`config.mk`:
```
export PLATFORM = sky130hd
export DESIGN_NAME = itsp_top
export DESIGN_NICKNAME = d
export VERILOG_FILES = /design/src/pkg/itsp_pkg.sv /design/src/hdl/itsp_top.sv
export SDC_FILE = /design/constraint.sdc
export NUM_CORES = 1
export LEC_CHECK = 0
export BUFFER_PORTS_ARGS = -buffer_cell sky130_fd_sc_hd__buf_2
export CAP_MARGIN = 0
export CORE_MARGIN = 2
export CORE_UTILIZATION = 40
export CTS_CLUSTER_DIAMETER = 80
export DETAILED_ROUTE_END_ITERATION = 6
export SLEW_MARGIN = 20
export SYNTH_ARGS = -nofsm -noshare
export SYNTH_HDL_FRONTEND = slang
export SYNTH_SLANG_ARGS = --single-unit
```
`constraint.sdc`:
```
create_clock -name pclk -period 1.6 [get_ports pclk]
set_clock_uncertainty 0.05 [all_clocks]
set_input_delay 0.16 -clock pclk [delete_from_list [all_inputs] [get_ports pclk]]
set_output_delay 0.16 -clock pclk [all_outputs]
set_load 0.01 [all_outputs]
```
`src/pkg/itsp_pkg.sv`:
```
// package: constants, register map and types of the termination, standby and poll block
package itsp_pkg;

	// register byte offsets
	localparam logic [7:0] ITSP_ADDR_EOS      = 8'h00;
	localparam logic [7:0] ITSP_ADDR_AUTO_END = 8'h04;
	localparam logic [7:0] ITSP_ADDR_IST      = 8'h08;
	localparam logic [7:0] ITSP_ADDR_PPE      = 8'h0C;
	localparam logic [7:0] ITSP_ADDR_CTRL     = 8'h10;
	localparam logic [7:0] ITSP_ADDR_STATUS   = 8'h14;
	localparam logic [7:0] ITSP_ADDR_ERR      = 8'h18;
	localparam logic [7:0] ITSP_ADDR_TXD      = 8'h1C;
	localparam logic [7:0] ITSP_ADDR_RXD      = 8'h20;

	// end-of-string word: match byte low, flags in the high byte
	localparam int          ITSP_EOS_RT_BIT = 10;
	localparam int          ITSP_EOS_WE_BIT = 11;
	localparam int          ITSP_EOS_FC_BIT = 12;
	localparam logic [15:0] ITSP_EOS_MASK   = 16'h1CFF;
	localparam logic [15:0] ITSP_EOS_RST    = 16'h0000;
	localparam logic        ITSP_AUTO_END_RST = 1'b1;

	// parallel poll configuration word
	localparam int ITSP_PPE_SENSE_BIT = 3;
	localparam int ITSP_PPE_EN_BIT    = 4;

	// control word bits, each acts when written as one
	localparam int ITSP_CTRL_STANDBY   = 0;
	localparam int ITSP_CTRL_SHADOW    = 1;
	localparam int ITSP_CTRL_TAKE      = 2;
	localparam int ITSP_CTRL_CIC_SET   = 3;
	localparam int ITSP_CTRL_LISTEN    = 4;
	localparam int ITSP_CTRL_DEFAULTS  = 5;
	localparam int ITSP_CTRL_SH_CANCEL = 6;
	localparam int ITSP_CTRL_CIC_CLR   = 7;
	localparam int ITSP_CTRL_UNLISTEN  = 8;

	// transmit word: byte low, last-byte marker above it
	localparam int ITSP_TXD_LAST_BIT = 8;
	localparam int ITSP_RXD_END_BIT  = 8;

	// remote poll commands: 0110 S PPP enables, 0111 xxxx disables
	localparam logic [2:0] ITSP_CMD_PPC_GROUP = 3'h6;

	typedef enum logic [1:0] {
		ITSP_ACC_OFF   = 2'b00,
		ITSP_ACC_READY = 2'b01,
		ITSP_ACC_TAKEN = 2'b10,
		ITSP_ACC_HOLD  = 2'b11
	} itsp_acc_e;

	typedef enum logic [1:0] {
		ITSP_SRC_IDLE   = 2'b00,
		ITSP_SRC_SETTLE = 2'b01,
		ITSP_SRC_DAV    = 2'b10
	} itsp_src_e;

	// bus lines as electrical levels, low is asserted
	typedef struct packed {
		logic [7:0] dio;
		logic       dav;
		logic       nrfd;
		logic       ndac;
		logic       eoi;
		logic       atn;
	} itsp_bus_in_s;

	// open-drain drive: _o is the level, _oe pulls the line while high
	typedef struct packed {
		logic [7:0] dio_o;
		logic [7:0] dio_oe;
		logic       dav_o;
		logic       dav_oe;
		logic       nrfd_o;
		logic       nrfd_oe;
		logic       ndac_o;
		logic       ndac_oe;
		logic       eoi_o;
		logic       eoi_oe;
		logic       atn_o;
		logic       atn_oe;
	} itsp_bus_out_s;

endpackage : itsp_pkg
```
`src/hdl/itsp_top.sv`:
```
// design: end-of-string termination, controller standby with shadow handshake, parallel poll response
// Summary of operation
// - auto end enabled adds END to final written byte; disabled adds END only on a write-end string match
// - restoring defaults enables automatic end on the final byte
// - END is carried by asserting EOI during that byte
// - END with matching string byte depends only on end-of-string setup
// - string byte is never inserted; only supplied data goes out
// - device-level string options govern all its reads and writes
// - board-level end method governs all board writes, any listener
// - full compare ends reads only on all eight bits matching
// - read terminate cleared means a matching byte does not end reads
// - standby request as controller releases ATN and enters standby
// - shadow option makes the block an acceptor that keeps no bytes
// - shadowing, END seen makes the block hold NRFD asserted
// - shadow clear means no handshake and no holdoff in standby
// - after a holdoff control can be taken again synchronously
// - standby request refused with not-controller error unless in charge
// - during identify the assigned line follows status bit and sense
// - poll line and sense come from local or remote poll enable
// - nonzero write sets the individual status bit, zero clears it
// - status bit update returns the previous bit in the detail word
// - auto end update returns one if previously enabled, else zero
// - string word holds match byte low and three flags high
// - without full compare the low seven bits decide a match
// - write-end flag sends END with any written byte that matches
`timescale 1ns/10ps
`default_nettype none

module itsp_top (
	input  wire logic                   pclk,     // apb clock, 25 MHz
	input  wire logic                   presetn,  // async reset, active low
	input  wire logic                   psel,     // apb select
	input  wire logic                   penable,  // apb access phase
	input  wire logic                   pwrite,   // apb direction, high writes
	input  wire logic [7:0]             paddr,    // apb byte address
	input  wire logic [31:0]            pwdata,   // apb write data
	output var  logic [31:0]            prdata,   // apb read data
	output var  logic                   pready,   // apb ready
	output var  logic                   pslverr,  // apb error, unmapped address
	input  wire itsp_pkg::itsp_bus_in_s bus_i,    // bus line levels
	output var  itsp_pkg::itsp_bus_out_s bus_o    // bus line drive
);
	import itsp_pkg::*;

	typedef struct packed {
		logic          pready;
		logic          pslverr;
		logic [31:0]   prdata;
		logic [15:0]   eos;
		logic          auto_end;
		logic          ist;
		logic          ppe_en;
		logic          ppe_sense;
		logic [2:0]    ppe_line;
		logic          cic;
		logic          standby;
		logic          shadow;
		logic          sh_end;
		logic          listen;
		logic          err_ncic;
		logic [31:0]   err_detail;
		logic [7:0]    tx_data;
		logic          tx_last;
		logic          tx_full;
		itsp_src_e     src;
		logic [7:0]    rx_data;
		logic          rx_full;
		logic          rx_end;
		itsp_acc_e     acc;
		itsp_bus_out_s bus;
	} itsp_state_s;

	itsp_state_s s_r;
	itsp_state_s s_nxt;

	// asserted views of the bus lines
	logic [7:0] dio_a;
	logic       dav_a;
	logic       nrfd_a;
	logic       ndac_a;
	logic       eoi_a;
	logic       atn_a;
	assign dio_a  = ~bus_i.dio;
	assign dav_a  = ~bus_i.dav;
	assign nrfd_a = ~bus_i.nrfd;
	assign ndac_a = ~bus_i.ndac;
	assign eoi_a  = ~bus_i.eoi;
	assign atn_a  = ~bus_i.atn;

	// string byte compare, seven or eight bits
	function automatic logic eos_match(input logic [7:0] b, input logic [15:0] cfg);
		if (cfg[ITSP_EOS_FC_BIT]) begin
			eos_match = (b == cfg[7:0]);
		end else begin
			eos_match = (b[6:0] == cfg[6:0]);
		end
	endfunction : eos_match

	// acceptor modes
	logic cmd_mode;
	logic shadow_mode;
	logic listen_mode;
	logic acc_on;
	logic acc_rdy;
	logic tx_end;
	logic identify;
	logic apb_setup;
	logic apb_done;
	logic mapped;
	logic [31:0] rd_val;
	assign cmd_mode    = atn_a && !s_r.cic;
	assign shadow_mode = s_r.cic && s_r.standby && s_r.shadow;
	assign listen_mode = s_r.listen && !atn_a && !s_r.cic;
	assign acc_on      = cmd_mode || shadow_mode || listen_mode;
	// a listener is ready only with an empty receive buffer
	assign acc_rdy     = cmd_mode || shadow_mode || !s_r.rx_full;
	// one string setup and one end setting serve every transfer
	assign tx_end      = (s_r.tx_last && s_r.auto_end)
	                   || (s_r.eos[ITSP_EOS_WE_BIT] && eos_match(s_r.tx_data, s_r.eos));
	assign identify    = eoi_a && atn_a && !s_r.cic;
	assign apb_setup   = psel && !penable && !s_r.pready;
	assign apb_done    = psel && penable && s_r.pready;

	// address decode and read mux
	always_comb begin
		mapped = 1'b1;
		rd_val = 32'h0000_0000;
		unique case (paddr)
			ITSP_ADDR_EOS:      rd_val = {16'h0000, s_r.eos};
			ITSP_ADDR_AUTO_END: rd_val = {31'h0000_0000, s_r.auto_end};
			ITSP_ADDR_IST:      rd_val = {31'h0000_0000, s_r.ist};
			ITSP_ADDR_PPE:      rd_val = {27'h000_0000, s_r.ppe_en, s_r.ppe_sense, s_r.ppe_line};
			ITSP_ADDR_CTRL:     rd_val = 32'h0000_0000;
			ITSP_ADDR_STATUS:   rd_val = {18'h0_0000, s_r.acc, s_r.src, s_r.tx_full, s_r.rx_end,
			                              s_r.rx_full, s_r.err_ncic, s_r.sh_end, s_r.shadow,
			                              s_r.standby, s_r.bus.atn_oe, s_r.cic, s_r.listen};
			ITSP_ADDR_ERR:      rd_val = s_r.err_detail;
			ITSP_ADDR_TXD:      rd_val = {23'h00_0000, s_r.tx_last, s_r.tx_data};
			ITSP_ADDR_RXD:      rd_val = {23'h00_0000, s_r.rx_end, s_r.rx_data};
			default:            mapped = 1'b0;
		endcase
	end

	////////////////////////////////////////////////////////////////////////////////
	// next state
	always_comb begin
		s_nxt = s_r;

		// apb: answer one cycle after setup
		// read data latched at setup, before any read side effect
		s_nxt.pready  = apb_setup;
		s_nxt.pslverr = apb_setup && !mapped;
		if (apb_setup) begin
			s_nxt.prdata = rd_val;
		end

		// source handshake for written bytes, data sent exactly as given
		unique case (s_r.src)
			ITSP_SRC_IDLE: begin
				if (s_r.tx_full && !nrfd_a) begin
					s_nxt.bus.dio_oe = s_r.tx_data;
					s_nxt.bus.eoi_oe = tx_end;
					s_nxt.src        = ITSP_SRC_SETTLE;
				end
			end
			// data and end marker settle a cycle before DAV
			ITSP_SRC_SETTLE: begin
				s_nxt.bus.dav_oe = 1'b1;
				s_nxt.src        = ITSP_SRC_DAV;
			end
			ITSP_SRC_DAV: begin
				if (!ndac_a) begin
					s_nxt.bus.dav_oe = 1'b0;
					s_nxt.bus.dio_oe = 8'h00;
					s_nxt.bus.eoi_oe = 1'b0;
					s_nxt.tx_full    = 1'b0;
					s_nxt.src        = ITSP_SRC_IDLE;
				end
			end
			default: begin
				s_nxt.src = ITSP_SRC_IDLE;
			end
		endcase

		// acceptor handshake: listener, command taker or shadow
		unique case (s_r.acc)
			ITSP_ACC_OFF: begin
				s_nxt.bus.nrfd_oe = 1'b0;
				s_nxt.bus.ndac_oe = 1'b0;
				if (acc_on) begin
					s_nxt.bus.nrfd_oe = 1'b1;
					s_nxt.bus.ndac_oe = 1'b1;
					s_nxt.acc         = ITSP_ACC_READY;
				end
			end
			ITSP_ACC_READY: begin
				s_nxt.bus.nrfd_oe = !acc_rdy;
				s_nxt.bus.ndac_oe = 1'b1;
				if (!acc_on) begin
					s_nxt.bus.nrfd_oe = 1'b0;
					s_nxt.bus.ndac_oe = 1'b0;
					s_nxt.acc         = ITSP_ACC_OFF;
				end else if (dav_a && !s_r.bus.nrfd_oe) begin
					s_nxt.bus.nrfd_oe = 1'b1;
					s_nxt.bus.ndac_oe = 1'b0;
					s_nxt.acc         = ITSP_ACC_TAKEN;
					// poll commands: 0110 S PPP enables, 0111 xxxx disables
					if (cmd_mode) begin
						if (dio_a[6:4] == ITSP_CMD_PPC_GROUP) begin
							s_nxt.ppe_en    = 1'b1;
							s_nxt.ppe_sense = dio_a[ITSP_PPE_SENSE_BIT];
							s_nxt.ppe_line  = dio_a[2:0];
						end else if (dio_a[6:4] == (ITSP_CMD_PPC_GROUP + 3'h1)) begin
							s_nxt.ppe_en = 1'b0;
						end
					end else if (shadow_mode) begin
						s_nxt.sh_end = eoi_a;
					end else begin
						s_nxt.rx_data = dio_a;
						s_nxt.rx_full = 1'b1;
						if (eoi_a || (s_r.eos[ITSP_EOS_RT_BIT] && eos_match(dio_a, s_r.eos))) begin
							s_nxt.rx_end = 1'b1;
							s_nxt.listen = 1'b0;
						end
					end
				end
			end
			// NDAC pulled again only once the talker drops DAV
			ITSP_ACC_TAKEN: begin
				if (!dav_a) begin
					s_nxt.bus.ndac_oe = 1'b1;
					s_nxt.acc         = s_r.sh_end ? ITSP_ACC_HOLD : ITSP_ACC_READY;
				end
			end
			// kept until control is taken back or shadow cancelled
			ITSP_ACC_HOLD: begin
				s_nxt.bus.nrfd_oe = 1'b1;
				s_nxt.bus.ndac_oe = 1'b1;
			end
		endcase

		// parallel poll answer on the assigned line
		// released when identify ends, unless a byte is on the lines
		if (identify && s_r.ppe_en) begin
			s_nxt.bus.dio_oe = 8'h00;
			s_nxt.bus.dio_oe[s_r.ppe_line] = (s_r.ist == s_r.ppe_sense);
		end else if (s_r.src == ITSP_SRC_IDLE && !(s_r.tx_full && !nrfd_a)) begin
			s_nxt.bus.dio_oe = 8'h00;
		end

		// register writes and read side effects at the access edge
		if (apb_done && pwrite) begin
			unique case (paddr)
				ITSP_ADDR_EOS: begin
					s_nxt.err_detail = {16'h0000, s_r.eos};
					s_nxt.eos        = pwdata[15:0] & ITSP_EOS_MASK;
				end
				ITSP_ADDR_AUTO_END: begin
					s_nxt.err_detail = {31'h0000_0000, s_r.auto_end};
					s_nxt.auto_end   = |pwdata;
				end
				ITSP_ADDR_IST: begin
					s_nxt.err_detail = {31'h0000_0000, s_r.ist};
					s_nxt.ist        = |pwdata;
				end
				ITSP_ADDR_PPE: begin
					s_nxt.ppe_line  = pwdata[2:0];
					s_nxt.ppe_sense = pwdata[ITSP_PPE_SENSE_BIT];
					s_nxt.ppe_en    = pwdata[ITSP_PPE_EN_BIT];
				end
				ITSP_ADDR_CTRL: begin
					// controller and standby state survive a restore
					if (pwdata[ITSP_CTRL_DEFAULTS]) begin
						s_nxt.eos      = ITSP_EOS_RST;
						s_nxt.auto_end = ITSP_AUTO_END_RST;
						s_nxt.ist      = 1'b0;
						s_nxt.ppe_en   = 1'b0;
					end
					if (pwdata[ITSP_CTRL_CIC_SET]) begin
						s_nxt.cic     = 1'b1;
						s_nxt.standby = 1'b0;
					end
					if (pwdata[ITSP_CTRL_CIC_CLR]) begin
						s_nxt.cic     = 1'b0;
						s_nxt.standby = 1'b0;
						s_nxt.shadow  = 1'b0;
					end
					// a refused request leaves standby and shadow alone
					if (pwdata[ITSP_CTRL_STANDBY]) begin
						if (!s_r.cic) begin
							s_nxt.err_ncic = 1'b1;
						end else begin
							s_nxt.err_ncic = 1'b0;
							s_nxt.standby  = 1'b1;
							s_nxt.shadow   = pwdata[ITSP_CTRL_SHADOW];
							s_nxt.sh_end   = 1'b0;
						end
					end
					if ((pwdata[ITSP_CTRL_TAKE] && s_r.cic) || pwdata[ITSP_CTRL_SH_CANCEL]) begin
						s_nxt.shadow = 1'b0;
						s_nxt.sh_end = 1'b0;
						if (pwdata[ITSP_CTRL_TAKE] && s_r.cic) begin
							s_nxt.standby = 1'b0;
						end
						// a holdoff entered at this same edge is released too
						if (s_nxt.acc == ITSP_ACC_HOLD) begin
							s_nxt.bus.nrfd_oe = 1'b0;
							s_nxt.bus.ndac_oe = 1'b0;
							s_nxt.acc         = ITSP_ACC_OFF;
						end
					end
					if (pwdata[ITSP_CTRL_LISTEN]) begin
						s_nxt.listen = 1'b1;
					end
					if (pwdata[ITSP_CTRL_UNLISTEN]) begin
						s_nxt.listen = 1'b0;
					end
				end
				// a byte written while the last is still out is dropped
				ITSP_ADDR_TXD: begin
					if (!s_r.tx_full) begin
						s_nxt.tx_data = pwdata[7:0];
						s_nxt.tx_last = pwdata[ITSP_TXD_LAST_BIT];
						s_nxt.tx_full = 1'b1;
					end
				end
				default: begin
					s_nxt.err_detail = s_r.err_detail;
				end
			endcase
		end else if (apb_done && paddr == ITSP_ADDR_RXD) begin
			// a byte caught at this edge outlives a read of an empty buffer
			if (s_r.rx_full) begin
				s_nxt.rx_full = 1'b0;
				s_nxt.rx_end  = 1'b0;
			end
		end

		// attention follows control state, levels are always low when driven
		// standby drops ATN at the same access edge that takes the request
		s_nxt.bus.atn_oe = s_nxt.cic && !s_nxt.standby;
		s_nxt.bus.dio_o  = 8'h00;
		s_nxt.bus.dav_o  = 1'b0;
		s_nxt.bus.nrfd_o = 1'b0;
		s_nxt.bus.ndac_o = 1'b0;
		s_nxt.bus.eoi_o  = 1'b0;
		s_nxt.bus.atn_o  = 1'b0;
	end

	////////////////////////////////////////////////////////////////////////////////
	// state register
	// reset leaves every bus line released
	always_ff @(posedge pclk or negedge presetn) begin
		if (!presetn) begin
			s_r          <= '0;
			s_r.eos      <= ITSP_EOS_RST;
			s_r.auto_end <= ITSP_AUTO_END_RST;
			s_r.src      <= ITSP_SRC_IDLE;
			s_r.acc      <= ITSP_ACC_OFF;
		end else begin
			s_r <= s_nxt;
		end
	end

	// outputs straight from the state register
	assign prdata  = s_r.prdata;
	assign pready  = s_r.pready;
	assign pslverr = s_r.pslverr;
	assign bus_o   = s_r.bus;

endmodule : itsp_top
`default_nettype wire

```
==> results_tabular.tex, run 1 <==
\begin{tabular}{lr}
\hline
Metric & Value \\
\hline
\multicolumn{2}{l}{\textbf{Timing}} \\
\quad RSZ-0062 raised after global routing & yes \\
\quad Count of pins over their slew limit & 0 \\
\quad Worst hold slack across all endpoints & about 11 ps \\
\quad Tcrit/Tclk final & 102\% \\
\quad Final number of setup-violating endpoints & 4 \\
\quad Crit path time final & $\sim$1600 ps \\
\quad Final Hold Fails & 0 \\
\quad FMAX & around 610 MHz \\
\quad Worst setup slack after layout & -38.9 ps \\
\multicolumn{2}{l}{\textbf{Run status}} \\
\quad Status & finished, violations left \\
\quad Failing checks & setup timing \\
\multicolumn{2}{l}{\textbf{Clocking}} \\
\quad Clk root buf & sky130\_fd\_sc\_hd\_\_clkbuf\_16 \\
\quad Max Root-Sink Buffers & 2 \\
\quad Clock Sink Count & 89 \\
\quad Worst skew pair latency & 350 ps \\
\quad Register clock-pin slew on the reported worst setup and hold paths & 60 ps \\
\quad Num CTS Buffers & 9 \\
\quad CTS tree & built \\
\quad H-Tree Level Count & 3 \\
\multicolumn{2}{l}{\textbf{Pwr}} \\
\quad Fraction of power consumed by the clock network & just under 40\% \\
\quad P\_leak & between 3 and 4 nW \\
\quad Sequential group share of total power & 43.2\% \\
\quad Pwr/cell area & a little over 900 nW/um\^{}2 \\
\quad Combinational Power Share & between 10\% and 20\% \\
\quad Switch Pwr & 1.63 mW \\
\quad Max IR drop VDD & about 0.55 mV \\
\quad Cell-internal power & about 4.2 mW \\
\quad Switching part of the total & between 20\% and 30\% \\
\multicolumn{2}{l}{\textbf{Layout}} \\
\quad Layout Utilization & about half \\
\quad Area delta synth->final & 24.7\% \\
\quad Fill cell instance count of the final layout & $\sim$1,200 \\
\quad Commonest cells after routing, fill and taps aside & sky130\_fd\_sc\_hd\_\_buf\_2, sky130\_fd\_sc\_hd\_\_dfrtp\_1, sky130\_fd\_sc\_hd\_\_buf\_4 \\
\quad \# nets final & $\sim$710 \\
\quad Final Non-Filler Cells & just over 800 \\
\quad Most frequent standard cell in the layout excluding fill and tap cells & sky130\_fd\_sc\_hd\_\_buf\_2 \\
\quad Fraction of layout cells with a size suffix above 1 & between 30 and 40\% \\
\quad Diodes inserted & 0 \\
\multicolumn{2}{l}{\textbf{Critical path}} \\
\quad Slowest cell on the critical path & sky130\_fd\_sc\_hd\_\_dfrtp\_1 \\
\quad Count of buffer and inverter cells on the critical path & 2 \\
\quad Most numerous cell on the critical path & sky130\_fd\_sc\_hd\_\_buf\_4 \\
\quad Critical Path Start Type & register \\
\quad Top Family by Delay on Critical Path & flip-flops \\
\quad Signal arrival time at the worst endpoint & approximately 1800 ps \\
\quad CP cell instances & nand4\_1 -> buf\_4 -> buf\_4 -> nor3\_4 -> mux2\_2 \\
\quad Crit Reg-Reg Startpoint & pready\$\_DFF\_PN0\_ \\
\quad Max incr delay on CP & approximately 410 ps \\
\quad Capturing element type of the critical path & register \\
\quad Register-to-Register Setup Slack & -40 ps \\
\quad Beginning of the critical path & pready\$\_DFF\_PN0\_ \\
\quad Data required time at the worst endpoint & around 1800 ps \\
\quad Critical path fanouts, max & 5 \\
\quad Worst Path Class, Setup & reg2reg \\
\multicolumn{2}{l}{\textbf{Logic synthesis}} \\
\quad Post-Synthesis Mean Instance Area & approximately 9.5 um\^{}2 \\
\quad Warnings, synthesis & 0 \\
\quad Flip-flop and latch count after synthesis & 89 \\
\quad Synth cell types & 54 \\
\quad Leading register cell type out of synthesis & sky130\_fd\_sc\_hd\_\_dfrtp\_1 \\
\quad Cells after Synth & 529 \\
\quad Async set-or-reset flop fraction in the synthesized netlist & 100\% \\
\quad Number of synthesized flops with an enable pin & 0 \\
\quad Mapped cell area & around 5000 um\^{}2 \\
\quad Fraction of the yosys area taken by sequential cells & approximately 44\% \\
\multicolumn{2}{l}{\textbf{Drt}} \\
\quad Initial DRC count & $\sim$280 \\
\quad Antenna violation net count after detailed routing & 0 \\
\quad Routed wirelength normalized by instance count & 18.3 um \\
\quad Detailed-route via count & approximately 4,400 \\
\quad Final Routed Wirelength & 15,100 um \\
\quad Post-detailed-route DRC marker count & 0 \\
\quad First-pass iteration count of the detailed router & 6 \\
\quad Number of vias per cell after detailed routing & roughly 5.3 \\
\multicolumn{2}{l}{\textbf{Global routing}} \\
\quad Antenna violations before repair & 0 \\
\quad GR Util All Layers & roughly 23\% \\
\quad Congestion Overflow GR & 0 \\
\quad Largest net degree at the start of global routing & 32 \\
\quad Global-route wire length before repair & 22,700 um \\
\quad Via count of the first global-routing pass & between 4,000 and 5,000 \\
\multicolumn{2}{l}{\textbf{Placement}} \\
\quad HPWL after detailed placement & roughly 12,000 um \\
\quad Number of instances in the placed design & $\sim$800 \\
\quad Final GP Congestion & 0.982 \\
\quad IO Port Bufs & between 80 and 90 \\
\multicolumn{2}{l}{\textbf{Floorplan}} \\
\quad Count of boundary I/O pins & about 120 \\
\quad Number of core rows & roughly 40 \\
\quad Initial Utilization & about two fifths \\
\quad Width of the chip & roughly 120 um \\
\quad Core Region & between 10,000 and 15,000 um\^{}2 \\
\quad DIE AREA & 13,500 um\^{}2 \\
\quad Die height & 116 um \\
\multicolumn{2}{l}{\textbf{Job}} \\
\quad Number of max-cap violations & 0 \\
\multicolumn{2}{l}{\textbf{Hold path}} \\
\quad Type of the tightest min-delay check & in2reg \\
\quad Launch instance of the worst min-delay path & bus\_i[7] \\
\hline
\end{tabular}
[state kept, by name, indices dropped and copies added (netlist names)]
| register | cells |
|---|---|
| pslverr | 1 |
| s_r | 59 |
| prdata | 15 |
| pready | 1 |
| bus_o | 13 |
[kinds of logic (layout without fill, tap and decap cells)]
logic type | Yosys count | in the layout | synth area share, %
flip-flops | 89 | 89 | 44.2
buffers and inverters | 89 | 187 | 11.1
XOR/XNOR | 17 | 17 | 2.95
other | 1 | 29 | 0.0743
multiplexers | 33 | 33 | 7.09
AO/OA/AOI/OAI | 131 | 131 | 16.5
AND/OR/NAND/NOR | 169 | 169 | 18.1
[area by class of cell]
class	instances	area, um^2	share of cell area (%)
Inverter	10	37.5	0.597
Multi-Input combinational cell	379	2430	38.6
Sequential cell	89	2230	35.5
Clock buffer	11	243	3.86
Clock inverter	5	78.8	1.25
Tap cell	172	215	3.42
Timing Repair Buffer	161	1050	16.7
[worst register-to-register path, cell delays in order (launching register included)]
cell,delay (ps)
sky130_fd_sc_hd__dfrtp_1,410
sky130_fd_sc_hd__nand4_1,170
sky130_fd_sc_hd__buf_4,190
sky130_fd_sc_hd__buf_4,150
sky130_fd_sc_hd__nor3_4,210
sky130_fd_sc_hd__mux2_2,350
[per-layer routing]
layer / wire [um] / global-route usage [%]
met2: 7240 / 36.8
met5: 0 / 0
met3: 806 / 3.68
met4: 521 / 11.2
met1: 6580 / 29.5
[power groups by stage]
stage | clock (mW) | combinational [mW] | sequential (mW)
after floorplan | 0 | 0.648 | 2.52
after global placement | 0 | 0.956 | 2.57
after detailed placement | 0 | 0.978 | 2.57
after CTS | 2.33 | 0.998 | 2.53
after global routing | 2.41 | 1.15 | 2.55
final | 2.29 | 1.04 | 2.54
[stage by stage]
| step | total power [mW] | instance area [um^2] | TNS [ps] | setup slack, ps |
|---|---|---|---|---|
| floorplan | 3.17 | 5160 | -244 | -87.9 |
| global placement | 3.53 | 5790 | -126 | -39.6 |
| detailed placement | 3.55 | 5790 | -453 | -71.0 |
| CTS | 5.86 | 6170 | 0 | 0.113 |
| global route | 6.11 | 6290 | -411 | -71.0 |
| finish | 5.87 | 6290 | -74.0 | -38.9 |
[cells in the mapped netlist, types with 3 or more instances]
cell	n	area share [%]
sky130_fd_sc_hd__a221oi_1	5	0.87
sky130_fd_sc_hd__buf_4	58	8.6
sky130_fd_sc_hd__dfrtp_1	88	44
sky130_fd_sc_hd__o21ai_0	44	4.4
sky130_fd_sc_hd__nand2_1	59	4.4
sky130_fd_sc_hd__buf_2	6	0.60
sky130_fd_sc_hd__o21ai_1	3	0.30
sky130_fd_sc_hd__a22o_1	12	2.1
sky130_fd_sc_hd__nand3b_1	3	0.45
sky130_fd_sc_hd__nor4_1	9	1.1
sky130_fd_sc_hd__nor3b_1	3	0.45
sky130_fd_sc_hd__mux2_2	22	4.9
sky130_fd_sc_hd__inv_1	10	0.74
sky130_fd_sc_hd__and3_1	4	0.50
sky130_fd_sc_hd__nand3_1	9	0.89
sky130_fd_sc_hd__nor2b_1	3	0.37
sky130_fd_sc_hd__xnor2_1	7	1.2
sky130_fd_sc_hd__o22ai_1	11	1.4
sky130_fd_sc_hd__nor3_1	8	0.79
sky130_fd_sc_hd__mux2i_1	11	2.2
sky130_fd_sc_hd__nand4_1	9	1.1
sky130_fd_sc_hd__nand2b_1	4	0.50
sky130_fd_sc_hd__clkbuf_1	14	1.0
sky130_fd_sc_hd__o22a_1	3	0.52
sky130_fd_sc_hd__nor2_1	39	2.9
sky130_fd_sc_hd__xor2_1	10	1.7
sky130_fd_sc_hd__a22oi_1	20	3.0
sky130_fd_sc_hd__a21oi_1	21	2.1
[worst paths after layout]
kind                                    endpoint  cells after the start
hold / removal               s_r[32]$_DFFE_PN0P_                      2
setup reg to reg               s_r[91]$_DFF_PN0_                      5
setup / recovery               s_r[91]$_DFF_PN0_                      5
hold reg to reg            prdata[9]$_DFFE_PN0P_                      2
min in group asynchronous    s_r[62]$_DFFE_PN0P_                      2
max in group asynchronous    s_r[44]$_DFFE_PN0P_                      3
[what timing repair did]
| item | in CTS | in global routing |
|---|---|---|
| hold buffers | 4 | 0 |
| hold endpoints to repair | 29 | 0 |
| resized for setup | 2 | 17 |
| cloned | 0 | 1 |
| setup endpoints to repair | 5 | 20 |
| setup buffers | 1 | 3 |
| pin swaps | 1 | 5 |
(Power assumes the default switching activity.)
==> run 2: changes to the inputs <==
==> constraint.sdc (replaced) <==
create_clock -name pclk -period 1.6 [get_ports pclk]
set_clock_uncertainty 0.05 [all_clocks]
set_input_delay 0.32 -clock pclk [delete_from_list [all_inputs] [get_ports pclk]]
set_output_delay 0.32 -clock pclk [all_outputs]
set_load 0.01 [all_outputs]
==> results_tabular.tex, run 2 (same netlist as run 1, synthesis figures left out) <==
\begin{tabular}{lr}
\hline
Metric & Value \\
\hline
\multicolumn{2}{l}{\textbf{Timing}} \\
\quad RSZ-0062 raised after global routing & yes \\
\quad Count of pins over their slew limit & 0 \\
\quad Crit path time final & about 1600 ps \\
\quad Final number of setup-violating endpoints & 0 \\
\quad FMAX & approximately 630 MHz \\
\quad Final Hold Fails & 0 \\
\quad Worst setup slack after layout & about 0.30 ps \\
\quad Tcrit/Tclk final & between 90\% and 100\% \\
\multicolumn{2}{l}{\textbf{Critical path}} \\
\quad Signal arrival time at the worst endpoint & $\sim$1800 ps \\
\quad Count of buffer and inverter cells on the critical path & 1 \\
\quad Data required time at the worst endpoint & roughly 1800 ps \\
\quad Top Family by Delay on Critical Path & compound AO/OA/AOI/OAI gates \\
\quad CP cell instances & buf\_4 -> xor2\_1 -> nand4\_1 -> a2111o\_1 -> o21ai\_2 -> o21ai\_1 \\
\quad Critical Path Start Type & register \\
\quad Max incr delay on CP & 450 ps \\
\quad Capturing element type of the critical path & register \\
\quad Critical path fanouts, max & 3 \\
\quad Worst Path Class, Setup & reg2reg \\
\quad Slowest cell on the critical path & sky130\_fd\_sc\_hd\_\_dfrtp\_1 \\
\multicolumn{2}{l}{\textbf{Layout}} \\
\quad Fraction of layout cells with a size suffix above 1 & roughly two fifths \\
\quad Final Non-Filler Cells & 849 \\
\quad Largest register FFs & just under 60 \\
\quad Area delta synth->final & 29.9\% \\
\quad \# nets final & 730 \\
\quad Diodes inserted & 0 \\
\quad Commonest cells after routing, fill and taps aside & sky130\_fd\_sc\_hd\_\_dfrtp\_1, sky130\_fd\_sc\_hd\_\_buf\_2, sky130\_fd\_sc\_hd\_\_buf\_4 \\
\quad Multi-input logic area & approximately 2500 um\^{}2 \\
\quad Fill cell instance count of the final layout & 1,124 \\
\quad Final standard cell area without fillers & about 6600 um\^{}2 \\
\quad Register containing the most flip-flops in the final layout & s\_r \\
\quad Register Area & between 2000 and 2500 um\^{}2 \\
\multicolumn{2}{l}{\textbf{Global routing}} \\
\quad Largest net degree at the start of global routing & 33 \\
\quad Via count of the first global-routing pass & between 4,000 and 5,000 \\
\quad Global-route wire length before repair & about 23,000 um \\
\quad Congestion Overflow GR & 0 \\
\quad Antenna violations before repair & 0 \\
\quad GR Util All Layers & a little under a quarter \\
\multicolumn{2}{l}{\textbf{Drt}} \\
\quad Final Routed Wirelength & 15,600 um \\
\quad Initial DRC count & 338 \\
\quad Highest signal layer in the routed design & met4 \\
\quad DR WL met2 & 7740 um \\
\quad Routed wirelength normalized by instance count & between 15 and 20 um \\
\quad Post-detailed-route DRC marker count & 0 \\
\quad Antenna violation net count after detailed routing & 0 \\
\quad Detailed-route via count & roughly 4,500 \\
\quad Post-route met1 wirelength & between 6000 and 7000 um \\
\quad First-pass iteration count of the detailed router & 5 \\
\quad Number of vias per cell after detailed routing & $\sim$5.3 \\
\quad Routed length on met3 & between 600 and 700 um \\
\multicolumn{2}{l}{\textbf{Clocking}} \\
\quad Clk root buf & sky130\_fd\_sc\_hd\_\_clkbuf\_16 \\
\quad H-Tree Level Count & 3 \\
\quad Max Root-Sink Buffers & 2 \\
\quad Num CTS Buffers & 9 \\
\quad Register clock-pin slew on the reported worst setup and hold paths & approximately 70 ps \\
\quad Worst skew pair latency & 350 ps \\
\quad Clock Sink Count & 89 \\
\quad CTS tree & built \\
\multicolumn{2}{l}{\textbf{Placement}} \\
\quad Placed inst area & between 5000 and 6000 um\^{}2 \\
\quad DP Worst Slack & -220 ps \\
\quad HPWL after detailed placement & approximately 12,000 um \\
\quad Final GP Congestion & between 0.9 and 1 \\
\quad IO Port Bufs & 88 \\
\quad Number of instances in the placed design & just over 800 \\
\multicolumn{2}{l}{\textbf{Floorplan}} \\
\quad Width of the chip & around 120 um \\
\quad Core Region & around 12,000 um\^{}2 \\
\quad DIE AREA & approximately 14,000 um\^{}2 \\
\quad Initial Utilization & about two fifths \\
\quad Number of core rows & 41 \\
\quad Die height & roughly 120 um \\
\quad Count of boundary I/O pins & about 120 \\
\multicolumn{2}{l}{\textbf{Pwr}} \\
\quad Max IR drop VDD & slightly above 0.5 mV \\
\quad Pwr/cell area & between 900 and 1000 nW/um\^{}2 \\
\quad P\_leak & 3.24 nW \\
\multicolumn{2}{l}{\textbf{Job}} \\
\quad Number of max-cap violations & 0 \\
\multicolumn{2}{l}{\textbf{Hold path}} \\
\quad Type of the tightest min-delay check & in2reg \\
\multicolumn{2}{l}{\textbf{Run status}} \\
\quad Status & complete, no violations \\
\hline
\end{tabular}
run 2: changes by cell type in the layout (fill, tap and decap cells not counted), moves of 3 or more:
| cell | previous run | this run |
|---|---|---|
| sky130_fd_sc_hd__dfrtp_1 | 84 | 87 |
| sky130_fd_sc_hd__dfrtp_2 | 4 | 1 |
| sky130_fd_sc_hd__o21ai_1 | 5 | 14 |
| sky130_fd_sc_hd__nand2_1 | 59 | 48 |
| sky130_fd_sc_hd__nand2_4 | 1 | 4 |
| sky130_fd_sc_hd__o21ai_0 | 41 | 27 |
| sky130_fd_sc_hd__buf_4 | 66 | 86 |
| sky130_fd_sc_hd__nand2_2 | 1 | 9 |
| sky130_fd_sc_hd__buf_6 | 0 | 5 |
| sky130_fd_sc_hd__o21ai_2 | 1 | 6 |
| sky130_fd_sc_hd__dlygate4sd3_1 | 4 | 1 |
run 2: path summary, 6_finish.rpt:
check / slack [ps] / from / depth (start not counted) / to
max in group asynchronous: 550 / presetn / 3 / s_r[32]$_DFFE_PN0P_
min in group asynchronous: 410 / presetn / 2 / bus_o[8]$_DFFE_PN0P_
min reg2reg: 420 / prdata[10]$_DFFE_PN0P_ / 2 / prdata[10]$_DFFE_PN0P_
min: 160 / bus_i[10] / 2 / s_r[35]$_DFFE_PN0P_
max reg2reg: 0.3 / s_r[101]$_DFFE_PN0P_ / 6 / s_r[83]$_DFF_PN0_
max: 0.3 / s_r[101]$_DFFE_PN0P_ / 6 / s_r[83]$_DFF_PN0_
run 2: final cells by class:
cell class	count	share of cell area [%]
multi-input cells	379	37.9
flip-flops and latches	89	34.0
repair buffers	183	18.8
clock buffers	12	3.91
well taps	172	3.28
clock inverters	4	1.51
inverters	10	0.611
run 2: worst reg2reg max path, cell delays in order (launching register included):
cell	delay (ps)
sky130_fd_sc_hd__dfrtp_1	450
sky130_fd_sc_hd__buf_4	180
sky130_fd_sc_hd__xor2_1	150
sky130_fd_sc_hd__nand4_1	130
sky130_fd_sc_hd__a2111o_1	370
sky130_fd_sc_hd__o21ai_2	80
sky130_fd_sc_hd__o21ai_1	80
run 2: where the power goes:
group	switching (mW)	internal, mW	total, mW
Sequential	0.154	2.38	2.53
Combinational	0.610	0.486	1.10
Clock	0.897	1.62	2.51
run 2: routing by layer:
layer,vias to the layer above,GRT usage [%]
met5,-,0
met4,0,9.29
met3,33,3.58
met2,149,39.8
met1,2233,30.0
li1,2093,-
run 2: stage by stage:
| step | setup TNS (ps) | utilization (%) | total power [mW] | hold WS, ps |
|---|---|---|---|---|
| finish | 0 | 52.6 | 6.14 | 159 |
| global route | -460 | 52.6 | 6.38 | 159 |
| CTS | -15.8 | 51.3 | 6.13 | 148 |
| detailed placement | -5840 | 48.1 | 3.59 | 237 |
| global placement | -3880 | 48.1 | 3.57 | 238 |
| floorplan | -244 | - | 3.17 | -25.6 |
run 2: what timing repair did:
action | CTS | global route
hold endpoints to repair | 27 | 0
hold buffers | 1 | 0
setup buffers | 3 | 0
setup endpoints to repair | 7 | 30
gates resized for setup | 3 | 51
gates cloned | 0 | 1
pin swaps | 5 | 12
